[config.mk]
export PLATFORM = sky130hd
export DESIGN_NAME = rpu_top
export DESIGN_NICKNAME = d
export VERILOG_FILES = /design/src/rtl/rpu_pkg.sv /design/src/rtl/rpu_chk_if.sv /design/src/rtl/rpu_region_check.sv /design/src/rtl/rpu_top.sv
export VERILOG_INCLUDE_DIRS = /design/src /design/src/rtl
export SDC_FILE = /design/constraint.sdc
export NUM_CORES = 2
export LEC_CHECK = 0
export BUFFER_PORTS_ARGS = -buffer_cell sky130_fd_sc_hd__buf_2
export CAP_MARGIN = 40
export CORE_UTILIZATION = 56
export CTS_CLUSTER_SIZE = 24
export DETAILED_ROUTE_END_ITERATION = 16
export GPL_TIMING_DRIVEN = 0
export PLACE_DENSITY = 0.79
export SLEW_MARGIN = 0
export SYNTH_ARGS = -nofsm -noshare
export SYNTH_HDL_FRONTEND = slang
export SYNTH_SLANG_ARGS = --single-unit
[constraint.sdc]
create_clock -name aclk -period 5.9 [get_ports aclk]
set_input_delay 0.885 -clock aclk [delete_from_list [all_inputs] [get_ports aclk]]
set_output_delay 0.885 -clock aclk [all_outputs]
set_load 0.01 [all_outputs]
[src/rtl/rpu_defines.svh]
// Purpose: constants for the region protection unit
// Assumes: 32-bit AXI4-Lite register bus
// Notes:   offsets are byte addresses
`ifndef RPU_DEFINES_SVH
`define RPU_DEFINES_SVH
`define RPU_NREG        8
// ======================================================
// register offsets
`define RPU_OFF_CTRL    12'h000
`define RPU_OFF_FSTAT   12'h004
`define RPU_OFF_FADDR   12'h008
`define RPU_OFF_RBASE   12'h100
`define RPU_OFF_RLIM    12'h140
`define RPU_OFF_RATTR   12'h180
`define RPU_REG_AMASK   12'hFC0
`define RPU_REG_ASHIFT  2
// ======================================================
// attribute field layout
`define RPU_ATTR_EN     0
`define RPU_ATTR_XN     1
`define RPU_AP_LO       2
`define RPU_AP_HI       4
// ======================================================
// access permission encodings
`define RPU_AP_NONE     3'h0
`define RPU_AP_PRW      3'h1
`define RPU_AP_PRW_URO  3'h2
`define RPU_AP_FULL     3'h3
`define RPU_AP_PRO      3'h5
`define RPU_AP_RO       3'h6
// ======================================================
// reset values and AXI response codes
`define RPU_ATTR_RST    5'h00
`define RPU_BASE_RST    32'h0000_0000
`define RPU_LIM_RST     32'h0000_0000
`define RPU_CTRL_RST    1'b0
`define RPU_RESP_OK     2'b00
`define RPU_RESP_SLV    2'b10
`endif

[src/rtl/rpu_pkg.sv]
// Purpose: types for the region protection unit
// Assumes: nothing
// Notes:   none
package rpu_pkg;
   typedef enum logic [1:0] {RPU_OP_READ, RPU_OP_WRITE, RPU_OP_EXEC} rpu_op_e;
   typedef enum logic {RPU_LVL_USER, RPU_LVL_PRIV} rpu_lvl_e;
endpackage

[src/rtl/rpu_chk_if.sv]
// Purpose: carries one access between top and checker
// Assumes: single clock
// Notes:   none
`timescale 1ns/10ps
`default_nettype none
interface rpu_chk_if;
   import rpu_pkg::*;
   logic [31:0] addr;
   rpu_op_e     op;
   rpu_lvl_e    lvl;
   logic        allow;
   modport top (output addr, output op, output lvl, input allow);
   modport chk (input addr, input op, input lvl, output allow);
endinterface
`default_nettype wire

[src/rtl/rpu_region_check.sv]
// Purpose: combinational permission decision for one access
// Assumes: region tables are stable registers
// Notes:   none
`timescale 1ns/10ps
`default_nettype none
`include "rpu_defines.svh"
module rpu_region_check #(
   parameter int NREG = `RPU_NREG
) (
   rpu_chk_if.chk          acc,
   input  wire logic [31:0] base [NREG],
   input  wire logic [31:0] lim  [NREG],
   input  wire logic [4:0]  attr [NREG],
   input  wire logic        prot_en
);
   import rpu_pkg::*;
   logic [NREG-1:0] hit;
   logic [2:0]      ap;
   logic            xn;
   logic            found;
   logic            priv;
   logic            rd;
   logic            wr;
   logic            pr;
   logic            pw;
   logic            ur;
   logic            uw;

   // ======================================================
   // region match, one per region
   genvar gi;
   generate
      for (gi = 0; gi < NREG; gi++) begin : g_hit
         assign hit[gi] = attr[gi][`RPU_ATTR_EN] &&
                          acc.addr >= base[gi] && acc.addr <= lim[gi];
      end
   endgenerate

   // ======================================================
   // decision
   always_comb begin
      ap    = `RPU_AP_NONE;
      xn    = 1'b1;
      found = 1'b0;
      // RULE4: highest region wins
      for (int i = 0; i < NREG; i++) begin
         if (hit[i]) begin
            ap    = attr[i][`RPU_AP_HI:`RPU_AP_LO];
            xn    = attr[i][`RPU_ATTR_XN];
            found = 1'b1;
         end
      end
      priv = (acc.lvl == RPU_LVL_PRIV);
      // RULE15: classify each operation
      rd = (acc.op == RPU_OP_READ) || (acc.op == RPU_OP_EXEC);
      wr = (acc.op == RPU_OP_WRITE);
      pr = 1'b0;
      pw = 1'b0;
      ur = 1'b0;
      uw = 1'b0;
      case (ap)
         // RULE8: no access at all
         `RPU_AP_NONE: begin
         end
         // RULE9: privileged only
         `RPU_AP_PRW: begin
            pr = 1'b1;
            pw = 1'b1;
         end
         // RULE10: user read only
         `RPU_AP_PRW_URO: begin
            pr = 1'b1;
            pw = 1'b1;
            ur = 1'b1;
         end
         // RULE20: full access
         `RPU_AP_FULL: begin
            pr = 1'b1;
            pw = 1'b1;
            ur = 1'b1;
            uw = 1'b1;
         end
         // RULE11: privileged read only
         `RPU_AP_PRO: begin
            pr = 1'b1;
         end
         // RULE12: read only both
         `RPU_AP_RO: begin
            pr = 1'b1;
            ur = 1'b1;
         end
         default: begin
         end
      endcase
      if (!prot_en) begin
         acc.allow = 1'b1;
      end else if (!found) begin
         // RULE3: background privileged only
         acc.allow = priv;
      end else if (acc.op == RPU_OP_EXEC && xn) begin
         // RULE7: fetch forbidden
         acc.allow = 1'b0;
      end else if (priv) begin
         // RULE1: privileged rights, RULE5: includes user regions
         acc.allow = (rd && pr) || (wr && pw);
      end else begin
         // RULE6: user refused in privileged regions
         acc.allow = (rd && ur) || (wr && uw);
      end
   end
endmodule
`default_nettype wire

[src/rtl/rpu_top.sv]
// Summary of operation
// RULE1: two levels, privileged and user; each access checked by issuer level
// RULE2: up to eight programmable regions, each with own rights
// RULE3: privileged-only background region where no region matches
// RULE4: overlapping regions resolved by highest region number
// RULE5: privileged accesses allowed into user-accessible regions
// RULE6: user accesses refused in privileged-only regions
// RULE7: per-region fetch enable; forbidden fetches denied
// RULE8: no-access setting faults every access
// RULE9: privileged read/write, user none
// RULE10: privileged read/write, user read only; user writes fault
// RULE11: privileged read only, user none
// RULE12: read only at both levels
// RULE13: checked in hardware each access; denied access has no effect
// RULE14: every access checked, no bypass path
// RULE15: read, write, execute classified separately
// RULE16: software programs boundaries and attributes
// RULE17: defined reset defaults, reprogrammable at run time
// RULE18: only privileged writes may change attributes
// RULE19: fault reported with address and access type
// RULE20: full access setting never faults reads or writes
//
// Purpose: region protection between core and memory
// Assumes: aclk 250 MHz, aresetn synchronous active low
// Notes:   core access request passes to memory only when allowed
//
// The register addresses and the AXI4-Lite register port are this design's own decisions.
`timescale 1ns/10ps
`default_nettype none
`include "rpu_defines.svh"
module rpu_top #(
   parameter int NREG = `RPU_NREG
) (
   input  wire logic           aclk,
   input  wire logic           aresetn,
   // axi4-lite slave
   input  wire logic [11:0]    s_axi_awaddr,
   input  wire logic           s_axi_awvalid,
   output logic                s_axi_awready,
   input  wire logic [2:0]     s_axi_awprot,
   input  wire logic [31:0]    s_axi_wdata,
   input  wire logic [3:0]     s_axi_wstrb,
   input  wire logic           s_axi_wvalid,
   output logic                s_axi_wready,
   output logic [1:0]          s_axi_bresp,
   output logic                s_axi_bvalid,
   input  wire logic           s_axi_bready,
   input  wire logic [11:0]    s_axi_araddr,
   input  wire logic           s_axi_arvalid,
   output logic                s_axi_arready,
   input  wire logic [2:0]     s_axi_arprot,
   output logic [31:0]         s_axi_rdata,
   output logic [1:0]          s_axi_rresp,
   output logic                s_axi_rvalid,
   input  wire logic           s_axi_rready,
   // core access side
   input  wire logic           core_req,
   input  wire logic [31:0]    core_addr,
   input  wire rpu_pkg::rpu_op_e  core_op,
   input  wire rpu_pkg::rpu_lvl_e core_lvl,
   input  wire logic [31:0]    core_wdata,
   output logic                core_fault,
   output logic [31:0]         core_fault_addr,
   output rpu_pkg::rpu_op_e    core_fault_op,
   output logic [31:0]         core_rdata,
   input  wire logic [31:0]    mem_rdata,
   output logic                mem_req,
   output logic                mem_we,
   output logic [31:0]         mem_addr,
   output logic [31:0]         mem_wdata
);
   import rpu_pkg::*;

   // ======================================================
   // state
   typedef struct packed {
      logic                  prot_en;
      logic [NREG-1:0][31:0] base;
      logic [NREG-1:0][31:0] lim;
      logic [NREG-1:0][4:0]  attr;
      logic                  aw_got;
      logic [11:0]           aw_addr;
      logic                  aw_priv;
      logic                  w_got;
      logic [31:0]           w_data;
      logic [3:0]            w_strb;
      logic                  bvalid;
      logic [1:0]            bresp;
      logic                  rvalid;
      logic [31:0]           rdata;
      logic [1:0]            rresp;
      logic                  fault_sticky;
      logic [31:0]           faddr;
      rpu_op_e               fop;
      rpu_lvl_e              flvl;
   } rpu_state_s;

   rpu_state_s st_q;
   rpu_state_s st_d;

   logic [31:0] base_a [NREG];
   logic [31:0] lim_a  [NREG];
   logic [4:0]  attr_a [NREG];
   logic        allow;
   logic [11:0] waddr;
   logic [11:0] ridx_off;
   int          widx;
   int          ridx;

   rpu_chk_if chk ();

   // RULE2: per-region tables
   genvar gi;
   generate
      for (gi = 0; gi < NREG; gi++) begin : g_tab
         assign base_a[gi] = st_q.base[gi];
         assign lim_a[gi]  = st_q.lim[gi];
         assign attr_a[gi] = st_q.attr[gi];
      end
   endgenerate

   // ======================================================
   // access check
   // RULE14: every core access goes through the checker
   assign chk.addr = core_addr;
   assign chk.op   = core_op;
   assign chk.lvl  = core_lvl;
   assign allow    = chk.allow;

   rpu_region_check #(
      .NREG (NREG)
   ) u_check (
      .acc     (chk.chk),
      .base    (base_a),
      .lim     (lim_a),
      .attr    (attr_a),
      .prot_en (st_q.prot_en)
   );

   // RULE13: denied accesses never reach memory
   assign mem_req    = core_req && allow;
   assign mem_we     = core_req && allow && (core_op == RPU_OP_WRITE);
   assign mem_addr   = core_addr;
   assign mem_wdata  = core_wdata;
   assign core_rdata = (core_req && allow) ? mem_rdata : 32'h0000_0000;
   // RULE19: fault flagged in the access cycle, address and type one cycle later
   assign core_fault      = core_req && !allow;
   assign core_fault_addr = st_q.faddr;
   assign core_fault_op   = st_q.fop;

   // ======================================================
   // axi outputs
   assign s_axi_awready = !st_q.aw_got && !st_q.bvalid;
   assign s_axi_wready  = !st_q.w_got && !st_q.bvalid;
   assign s_axi_bvalid  = st_q.bvalid;
   assign s_axi_bresp   = st_q.bresp;
   assign s_axi_arready = !st_q.rvalid;
   assign s_axi_rvalid  = st_q.rvalid;
   assign s_axi_rdata   = st_q.rdata;
   assign s_axi_rresp   = st_q.rresp;

   assign waddr    = st_q.aw_addr & `RPU_REG_AMASK;
   assign widx     = int'(st_q.aw_addr[5:`RPU_REG_ASHIFT]);
   assign ridx_off = s_axi_araddr & `RPU_REG_AMASK;
   assign ridx     = int'(s_axi_araddr[5:`RPU_REG_ASHIFT]);

   // ======================================================
   // next state
   always_comb begin
      st_d = st_q;
      // capture write address and data in either order
      if (s_axi_awvalid && s_axi_awready) begin
         st_d.aw_got  = 1'b1;
         st_d.aw_addr = s_axi_awaddr;
         st_d.aw_priv = s_axi_awprot[0];
      end
      if (s_axi_wvalid && s_axi_wready) begin
         st_d.w_got  = 1'b1;
         st_d.w_data = s_axi_wdata;
         st_d.w_strb = s_axi_wstrb;
      end
      if (st_q.bvalid && s_axi_bready) begin
         st_d.bvalid = 1'b0;
      end
      if (st_q.aw_got && st_q.w_got) begin
         st_d.aw_got = 1'b0;
         st_d.w_got  = 1'b0;
         st_d.bvalid = 1'b1;
         st_d.bresp  = `RPU_RESP_OK;
         // RULE18: unprivileged writes refused
         if (!st_q.aw_priv) begin
            st_d.bresp = `RPU_RESP_SLV;
         end else if (st_q.aw_addr == `RPU_OFF_CTRL) begin
            // RULE17: run-time reprogramming
            if (st_q.w_strb[0]) begin
               st_d.prot_en = st_q.w_data[0];
            end
         end else if (st_q.aw_addr == `RPU_OFF_FSTAT) begin
            if (st_q.w_strb[0] && st_q.w_data[0]) begin
               st_d.fault_sticky = 1'b0;
            end
         end else if (widx < NREG && waddr == `RPU_OFF_RBASE) begin
            for (int b = 0; b < 4; b++) begin
               if (st_q.w_strb[b]) begin
                  st_d.base[widx][b*8 +: 8] = st_q.w_data[b*8 +: 8];
               end
            end
         end else if (widx < NREG && waddr == `RPU_OFF_RLIM) begin
            for (int b = 0; b < 4; b++) begin
               if (st_q.w_strb[b]) begin
                  st_d.lim[widx][b*8 +: 8] = st_q.w_data[b*8 +: 8];
               end
            end
         end else if (widx < NREG && waddr == `RPU_OFF_RATTR) begin
            if (st_q.w_strb[0]) begin
               st_d.attr[widx] = st_q.w_data[4:0];
            end
         end else begin
            st_d.bresp = `RPU_RESP_SLV;
         end
      end
      // read channel
      if (st_q.rvalid && s_axi_rready) begin
         st_d.rvalid = 1'b0;
      end
      if (s_axi_arvalid && s_axi_arready) begin
         st_d.rvalid = 1'b1;
         st_d.rresp  = `RPU_RESP_OK;
         st_d.rdata  = 32'h0000_0000;
         if (s_axi_araddr == `RPU_OFF_CTRL) begin
            st_d.rdata[0] = st_q.prot_en;
         end else if (s_axi_araddr == `RPU_OFF_FSTAT) begin
            st_d.rdata = {28'h000_0000, st_q.flvl, st_q.fop, st_q.fault_sticky};
         end else if (s_axi_araddr == `RPU_OFF_FADDR) begin
            st_d.rdata = st_q.faddr;
         end else if (ridx < NREG && ridx_off == `RPU_OFF_RBASE) begin
            st_d.rdata = st_q.base[ridx];
         end else if (ridx < NREG && ridx_off == `RPU_OFF_RLIM) begin
            st_d.rdata = st_q.lim[ridx];
         end else if (ridx < NREG && ridx_off == `RPU_OFF_RATTR) begin
            st_d.rdata = {27'h000_0000, st_q.attr[ridx]};
         end else begin
            st_d.rresp = `RPU_RESP_SLV;
         end
      end
      // RULE19: record fault, set wins over clear
      if (core_fault) begin
         st_d.fault_sticky = 1'b1;
         st_d.faddr        = core_addr;
         st_d.fop          = core_op;
         st_d.flvl         = core_lvl;
      end
   end

   // ======================================================
   // registers
   always_ff @(posedge aclk) begin
      if (!aresetn) begin
         // RULE17: defined defaults
         st_q              <= '0;
         st_q.prot_en      <= `RPU_CTRL_RST;
         for (int i = 0; i < NREG; i++) begin
            st_q.base[i] <= `RPU_BASE_RST;
            st_q.lim[i]  <= `RPU_LIM_RST;
            st_q.attr[i] <= `RPU_ATTR_RST;
         end
      end else begin
         st_q <= st_d;
      end
   end
endmodule
`default_nettype wire

After elaboration in Yosys (flattened, before gate mapping)
Index checks and enable logic that the tools add are counted.
- magnitude comparators: 21
- equal/unequal tests: 17
- multiplexer cells: 128
- bitwise logic cells: 5
- reduce and logical (&&, ||, !) cells: 66
- operators by type and width (kind ; count):
    256-bit 2-to-1 mux ; 41
    256-bit bitwise mux ; 8
    32-bit demux with 3-bit select ; 4
    32-bit greater-or-equal comparator ; 8
    32-bit <= comparator ; 8
    32-bit 2-to-1 mux ; 8
    32-bit binary-select mux with 3-bit select ; 2
    40-bit bitwise mux ; 1
    1-bit logical AND ; 40
    6-bit by 3-bit == test with 1-bit output, second input constant ; 6
    36-bit 2-to-1 mux ; 1
    35-bit 2-to-1 mux ; 1
    1-bit 2-to-1 mux ; 32
    31-bit 2-to-1 mux ; 1
    3-bit 2-to-1 mux ; 9
    12-bit by 3-bit == test with 1-bit output, second input constant ; 2
    12-bit zero test ; 2
    2-bit 2-to-1 mux ; 12
    24-bit 2-to-1 mux ; 1
    4-bit less-than comparator, second input constant ; 4
    16-bit 2-to-1 mux ; 1
    5-bit binary-select mux with 3-bit select ; 1
    5-bit demux with 3-bit select ; 1
    5-bit 2-to-1 mux ; 3
    other kinds (21) ; 40
- register bits after elaboration: 678
- bits of input ports: 173
- output and inout bits: 174
- logic and storage cells: 277

Depth between registers and ports, before layout
- depth after elaboration: 30
- gate-level depth with buffers: 22
- mapped depth without buffers: 20

Hierarchy
From an unflattened synthesis, not the netlist that was laid out.
- cell total of the unflattened synthesis: 4956
- area, all modules: 43696.9 sq um
- modules (own cells, without submodules) (module ; instances ; cells each ; area each (sq um) ; seq. area each (sq um)):
    rpu_top ; 1 ; 3081 ; 30386.6 ; 13533.0
    rpu_region_check ; 1 ; 1875 ; 13310.3 ; 0.0

Worst setup path after synthesis
Ideal clock, no wire load.
- path type: input-to-output
- from: input core_addr[0]
- to: output core_rdata[10]
- arrival: 4.992 ns
- required time: 5.015 ns
- setup slack: 0.023 ns
- stages: 20
- buffers on the path: 1
- cells stage by stage: inv_1 -> ha_1 -> nand2b_1 -> a2111oi_0 -> or4_1 -> a31o_1 -> a211o_1 -> a21oi_2 -> a221o_1 -> nand3_1 -> a311o_1 -> o211ai_1 -> a21o_1 -> ha_1 -> o211ai_1 -> a221o_1 -> o31ai_4 -> a31oi_2 -> buf_2 -> nor3b_1
- word-level cells in the longest chain between the ends: 22
- elaborated cells between the ends (all ways): 81
- classes of those cells: order compare: 16; eq/ne: 5; mux: 33; reduce/logical: 27
- RTL lines (element ; line ; text):
    start: declaration ; rpu_top.sv:58 ; input wire logic [31:0] core_addr,
    32-bit greater-or-equal comparator ; rpu_region_check.sv:35 ; acc.addr >= base[gi] && acc.addr <= lim[gi];
    1-bit logical AND (2 in series) ; rpu_region_check.sv:34 ; assign hit[gi] = attr[gi][`RPU_ATTR_EN] &&
    3-bit 2-to-1 mux (8 in series) ; rpu_region_check.sv:47 ; if (hit[i]) begin
    3-bit == test, or another cell as far along ; rpu_region_check.sv:61 ; case (ap)
    5-bit OR reduction (no source line) / 3-bit OR reduction (equally long branches) ; - ;
    1-bit 2-to-1 mux ; rpu_region_check.sv:61 ;
    1-bit logical AND, on equally long branches ; rpu_region_check.sv:105, rpu_region_check.sv:108 ;
    1-bit logical OR, on equally long branches ; rpu_region_check.sv:105, rpu_region_check.sv:108 ;
    1-bit 2-to-1 mux ; rpu_region_check.sv:103 ; end else if (priv) begin
    1-bit 2-to-1 mux ; rpu_region_check.sv:100 ; end else if (acc.op == RPU_OP_EXEC && xn) begin
    1-bit 2-to-1 mux * ; rpu_region_check.sv:97 ; end else if (!found) begin
    1-bit 2-to-1 mux * ; rpu_region_check.sv:95 ; if (!prot_en) begin
    1-bit logical AND * ; rpu_top.sv:145 ; assign core_rdata = (core_req && allow) ? mem_rdata : 32'h0000_0000;
    32-bit 2-to-1 mux * ; rpu_top.sv:145 ;
    end: declaration ; rpu_top.sv:65 ; output logic [31:0] core_rdata,
Every way passes the cells marked *; elsewhere a longest branch is shown, timed or not.

Worst setup path in the final report
- from: input core_addr[11]
- to: output core_fault
- word-level cells in the longest chain between the ends: 22
- elaborated cells between the ends (all ways): 81
- classes of those cells: order compare: 16; eq/ne: 5; mux: 32; reduce/logical: 28
- RTL lines (element ; line ; text):
    32-bit greater-or-equal comparator ; rpu_region_check.sv:35 ;
    1-bit logical AND (2 in series) ; rpu_region_check.sv:34 ;
    3-bit 2-to-1 mux (8 in series) ; rpu_region_check.sv:47 ;
    3-bit == test, or another cell as far along ; rpu_region_check.sv:61 ;
    5-bit OR reduction (no source line) / 3-bit OR reduction (equally long branches) ; - ;
    1-bit 2-to-1 mux ; rpu_region_check.sv:61 ;
    1-bit logical AND, on equally long branches ; rpu_region_check.sv:105, rpu_region_check.sv:108 ;
    1-bit logical OR, on equally long branches ; rpu_region_check.sv:105, rpu_region_check.sv:108 ;
    1-bit 2-to-1 mux ; rpu_region_check.sv:103 ;
    1-bit 2-to-1 mux ; rpu_region_check.sv:100 ;
    1-bit 2-to-1 mux * ; rpu_region_check.sv:97 ;
    1-bit 2-to-1 mux * ; rpu_region_check.sv:95 ;
    1-bit zero test * ; rpu_top.sv:147 ; assign core_fault = core_req && !allow;
    1-bit logical AND * ; rpu_top.sv:147 ;
    end: declaration ; rpu_top.sv:62 ; output logic core_fault,
Marks and branches as above.

==> impl_metrics.json <==
{
  "status": "finished with violations",
  "violations": "setup timing",
  "grtUsageMet1": 0.548,
  "clkLatencyLatePin_ns": 0.65,
  "gr-total-overflow": 0,
  "startpoint_type": "primary input",
  "p_per_area_nw_per_um2": 214,
  "fmax_mhz": 136,
  "yosys.area_share.simple": 0.181,
  "drt-initial-drc-count": 5311,
  "fin_crit_ns": 7.36,
  "clkTransAtPathRegs_ns": 0.06,
  "wl_per_cell_um": 28.1,
  "cts.path.max_buffers": 3,
  "grt_usage": 0.451,
  "grt_pass1_vias": 41110,
  "endpoint_kind": "output port",
  "met3_usage": 0.124,
  "placed_cells": 6525,
  "cts-root-buf": "clkbuf_16",
  "worst_slew_pin_slew_ns": 1.05,
  "crit_required_ns": 5.02,
  "synthXorXnorAreaFrac": 0,
  "slew_viol_final": 0,
  "syn_inst": 5078,
  "ys_seq_area_frac": 0.300,
  "ir_drop_uv": 204,
  "area_delta_synth_final_pct": 18.4,
  "grt_max_degree": 19,
  "busiest_layer": "met2",
  "critPathKind": "in -> out",
  "timing.final.crit_share": 1.25,
  "gr-usage-met2": 0.667,
  "yosysWarningCount": 0,
  "hp-class": "reg -> reg",
  "hpwl_mm": 142,
  "critPathMaxFanout": 18,
  "routed_via_density": 6.39,
  "p_leak_nw": 18.9,
  "crit_slowest_cell": "o211ai_1",
  "grt_antenna_before_repair": 10,
  "firstDrtPassIters": 6,
  "slowest_delay_ns": 0.62,
  "rows": 103,
  "final_common_cell": "dfxtp_1",
  "max_slew_margin": 0.300,
  "synth_cell_types": 92,
  "layout_common_cells": "667 x dfxtp_1, 589 x nand2_1, 514 x inv_1, 503 x ha_1, 340 x mux2i_1",
  "synth_compound_area_frac": 0.125,
  "gp_congestion": 1.05,
  "cts_made_buffers": 77,
  "ant_nets": 0,
  "fin_cells": 6757,
  "initial_core_util": 0.568,
  "pre_cts_ws_ns": -2.19,
  "ioPinCount": 347,
  "async_flop_share": 0,
  "fin_ws_ns": -1.46,
  "synthAdderAreaFrac": 0.143,
  "netlist_area_um2": 45100,
  "fin_tns_setup_ns": -67.31,
  "drive_above_1_share": 0.184,
  "synth_top_family_by_area": "simple AND/OR/NAND/NOR gates",
  "syn_area_per_cell_um2": 8.88,
  "nets": 6335,
  "cts_sinks": 676,
  "cap_violations": 0,
  "clock_tree.htree_level_count": 3,
  "synth_edf_count": 0,
  "clock_skew_ns": 0.0283,
  "vias": 43198,
  "wl_mm": 190,
  "die_w_um": 286,
  "whs_ns": 0.471,
  "drc": 0,
  "ys_seq_elements": 676,
  "setup_viol": 71,
  "die-area_um2": 81700,
  "holdBufCountCts": 0,
  "core-area_um2": 79400,
  "cts_tree": "done",
  "synth_flop_cell": "dfxtp_1",
  "port_buffers": 305,
  "synth.area.mux_share": 0.160,
  "hold_violations": 0,
  "die_h_um": 286,
  "crit_arrival_ns": 6.48,
  "grt_pass1_wl_mm": 269,
  "grt_setup_unrepaired": "true",
  "crit_top_cell": "buf_4"
}
[kinds of logic (layout without fill, tap and decap cells)]
| family | Yosys count | count (layout) |
|---|---|---|
| and+or+nand+nor | 1628 | 1628 |
| buffers and inverters | 939 | 1563 |
| AOI/OAI and AO/OA | 810 | 811 |
| DFF | 676 | 676 |
| adders and majority gates | 515 | 515 |
| muxes | 509 | 509 |
| other | 1 | 5 |
[critical path: cells and delay by family]
family	cells	cell delay, ns
AOI/OAI and AO/OA	13	3.15
adders and majority gates	2	0.46
buffers and inverters	8	1.29
and+or+nand+nor	2	0.64
[area by class of cell]
class	instances	area, µm²
Sequential cell	676	13500
Tap cell	1050	1310
Buffer	417	2150
Clock inverter	25	275
Timing Repair Buffer	489	3680
Multi-Input combinational cell	3465	28100
Fill cell	6419	26000
Inverter	521	1960
Antenna cell	3	7.51
Clock buffer	111	2330
[worst paths after layout]
check	from	to	slack (ns)	cells past startpoint
setup / recovery	core_addr[11]	core_fault	-1.46	25
hold / removal	st_q[111]	st_q[111]	0.47	2
setup reg to reg	lim_a[74]	core_fault_addr[22]	-0.61	28
hold reg to reg	st_q[111]	st_q[111]	0.47	2
[Yosys cell counts, types with 78 or more instances]
master | number | share of area
a21boi_0 | 316 | 0.053
a21oi_1 | 178 | 0.020
buf_4 | 135 | 0.022
clkbuf_1 | 228 | 0.019
dfxtp_1 | 676 | 0.30
ha_1 | 515 | 0.14
inv_1 | 520 | 0.043
mux2i_1 | 341 | 0.076
mux4_2 | 168 | 0.084
nand2_1 | 590 | 0.049
nand3_1 | 319 | 0.035
nor2_1 | 134 | 0.011
nor2b_1 | 317 | 0.044
o21ai_0 | 78 | 0.0087
[report_power, final]
part,internal (mW),switching (mW)
Clock,2.96,2.12
Combinational,0.613,1.09
Sequential,4.60,0.0222
[metal layers]
metal  up-vias  wire length (µm)
li1      18770                 -
met5         -                26
met4         4             18500
met3       845             23200
met1     20760             68300
met2      2819             79900
[per-stage QoR]
stage	utilization	area (µm²)	total power, mW
after floorplan	-	45100	5.53
after global placement	0.604	47900	6.18
after detailed placement	0.616	48900	6.26
after CTS	0.666	52900	11.3
after global routing	0.673	53400	11.6
final	0.673	53400	11.4
[registers in the layout, indices dropped and copies added (netlist names)]
register and flops:
attr_a 40, s_axi_rdata 32, core_fault_op 2, core_fault_addr 32, lim_a 256, s_axi_rresp 1
base_a 256, s_axi_bresp 1, s_axi_rvalid 1, st_q 54, s_axi_bvalid 1
[repair_timing]
item	in CTS	in global routing
resized for setup	185	57
gates cloned	4	3
setup endpoints to repair	71	71
buffers inserted	61	16
pin swaps	32	31
(Power assumes the default switching activity.)
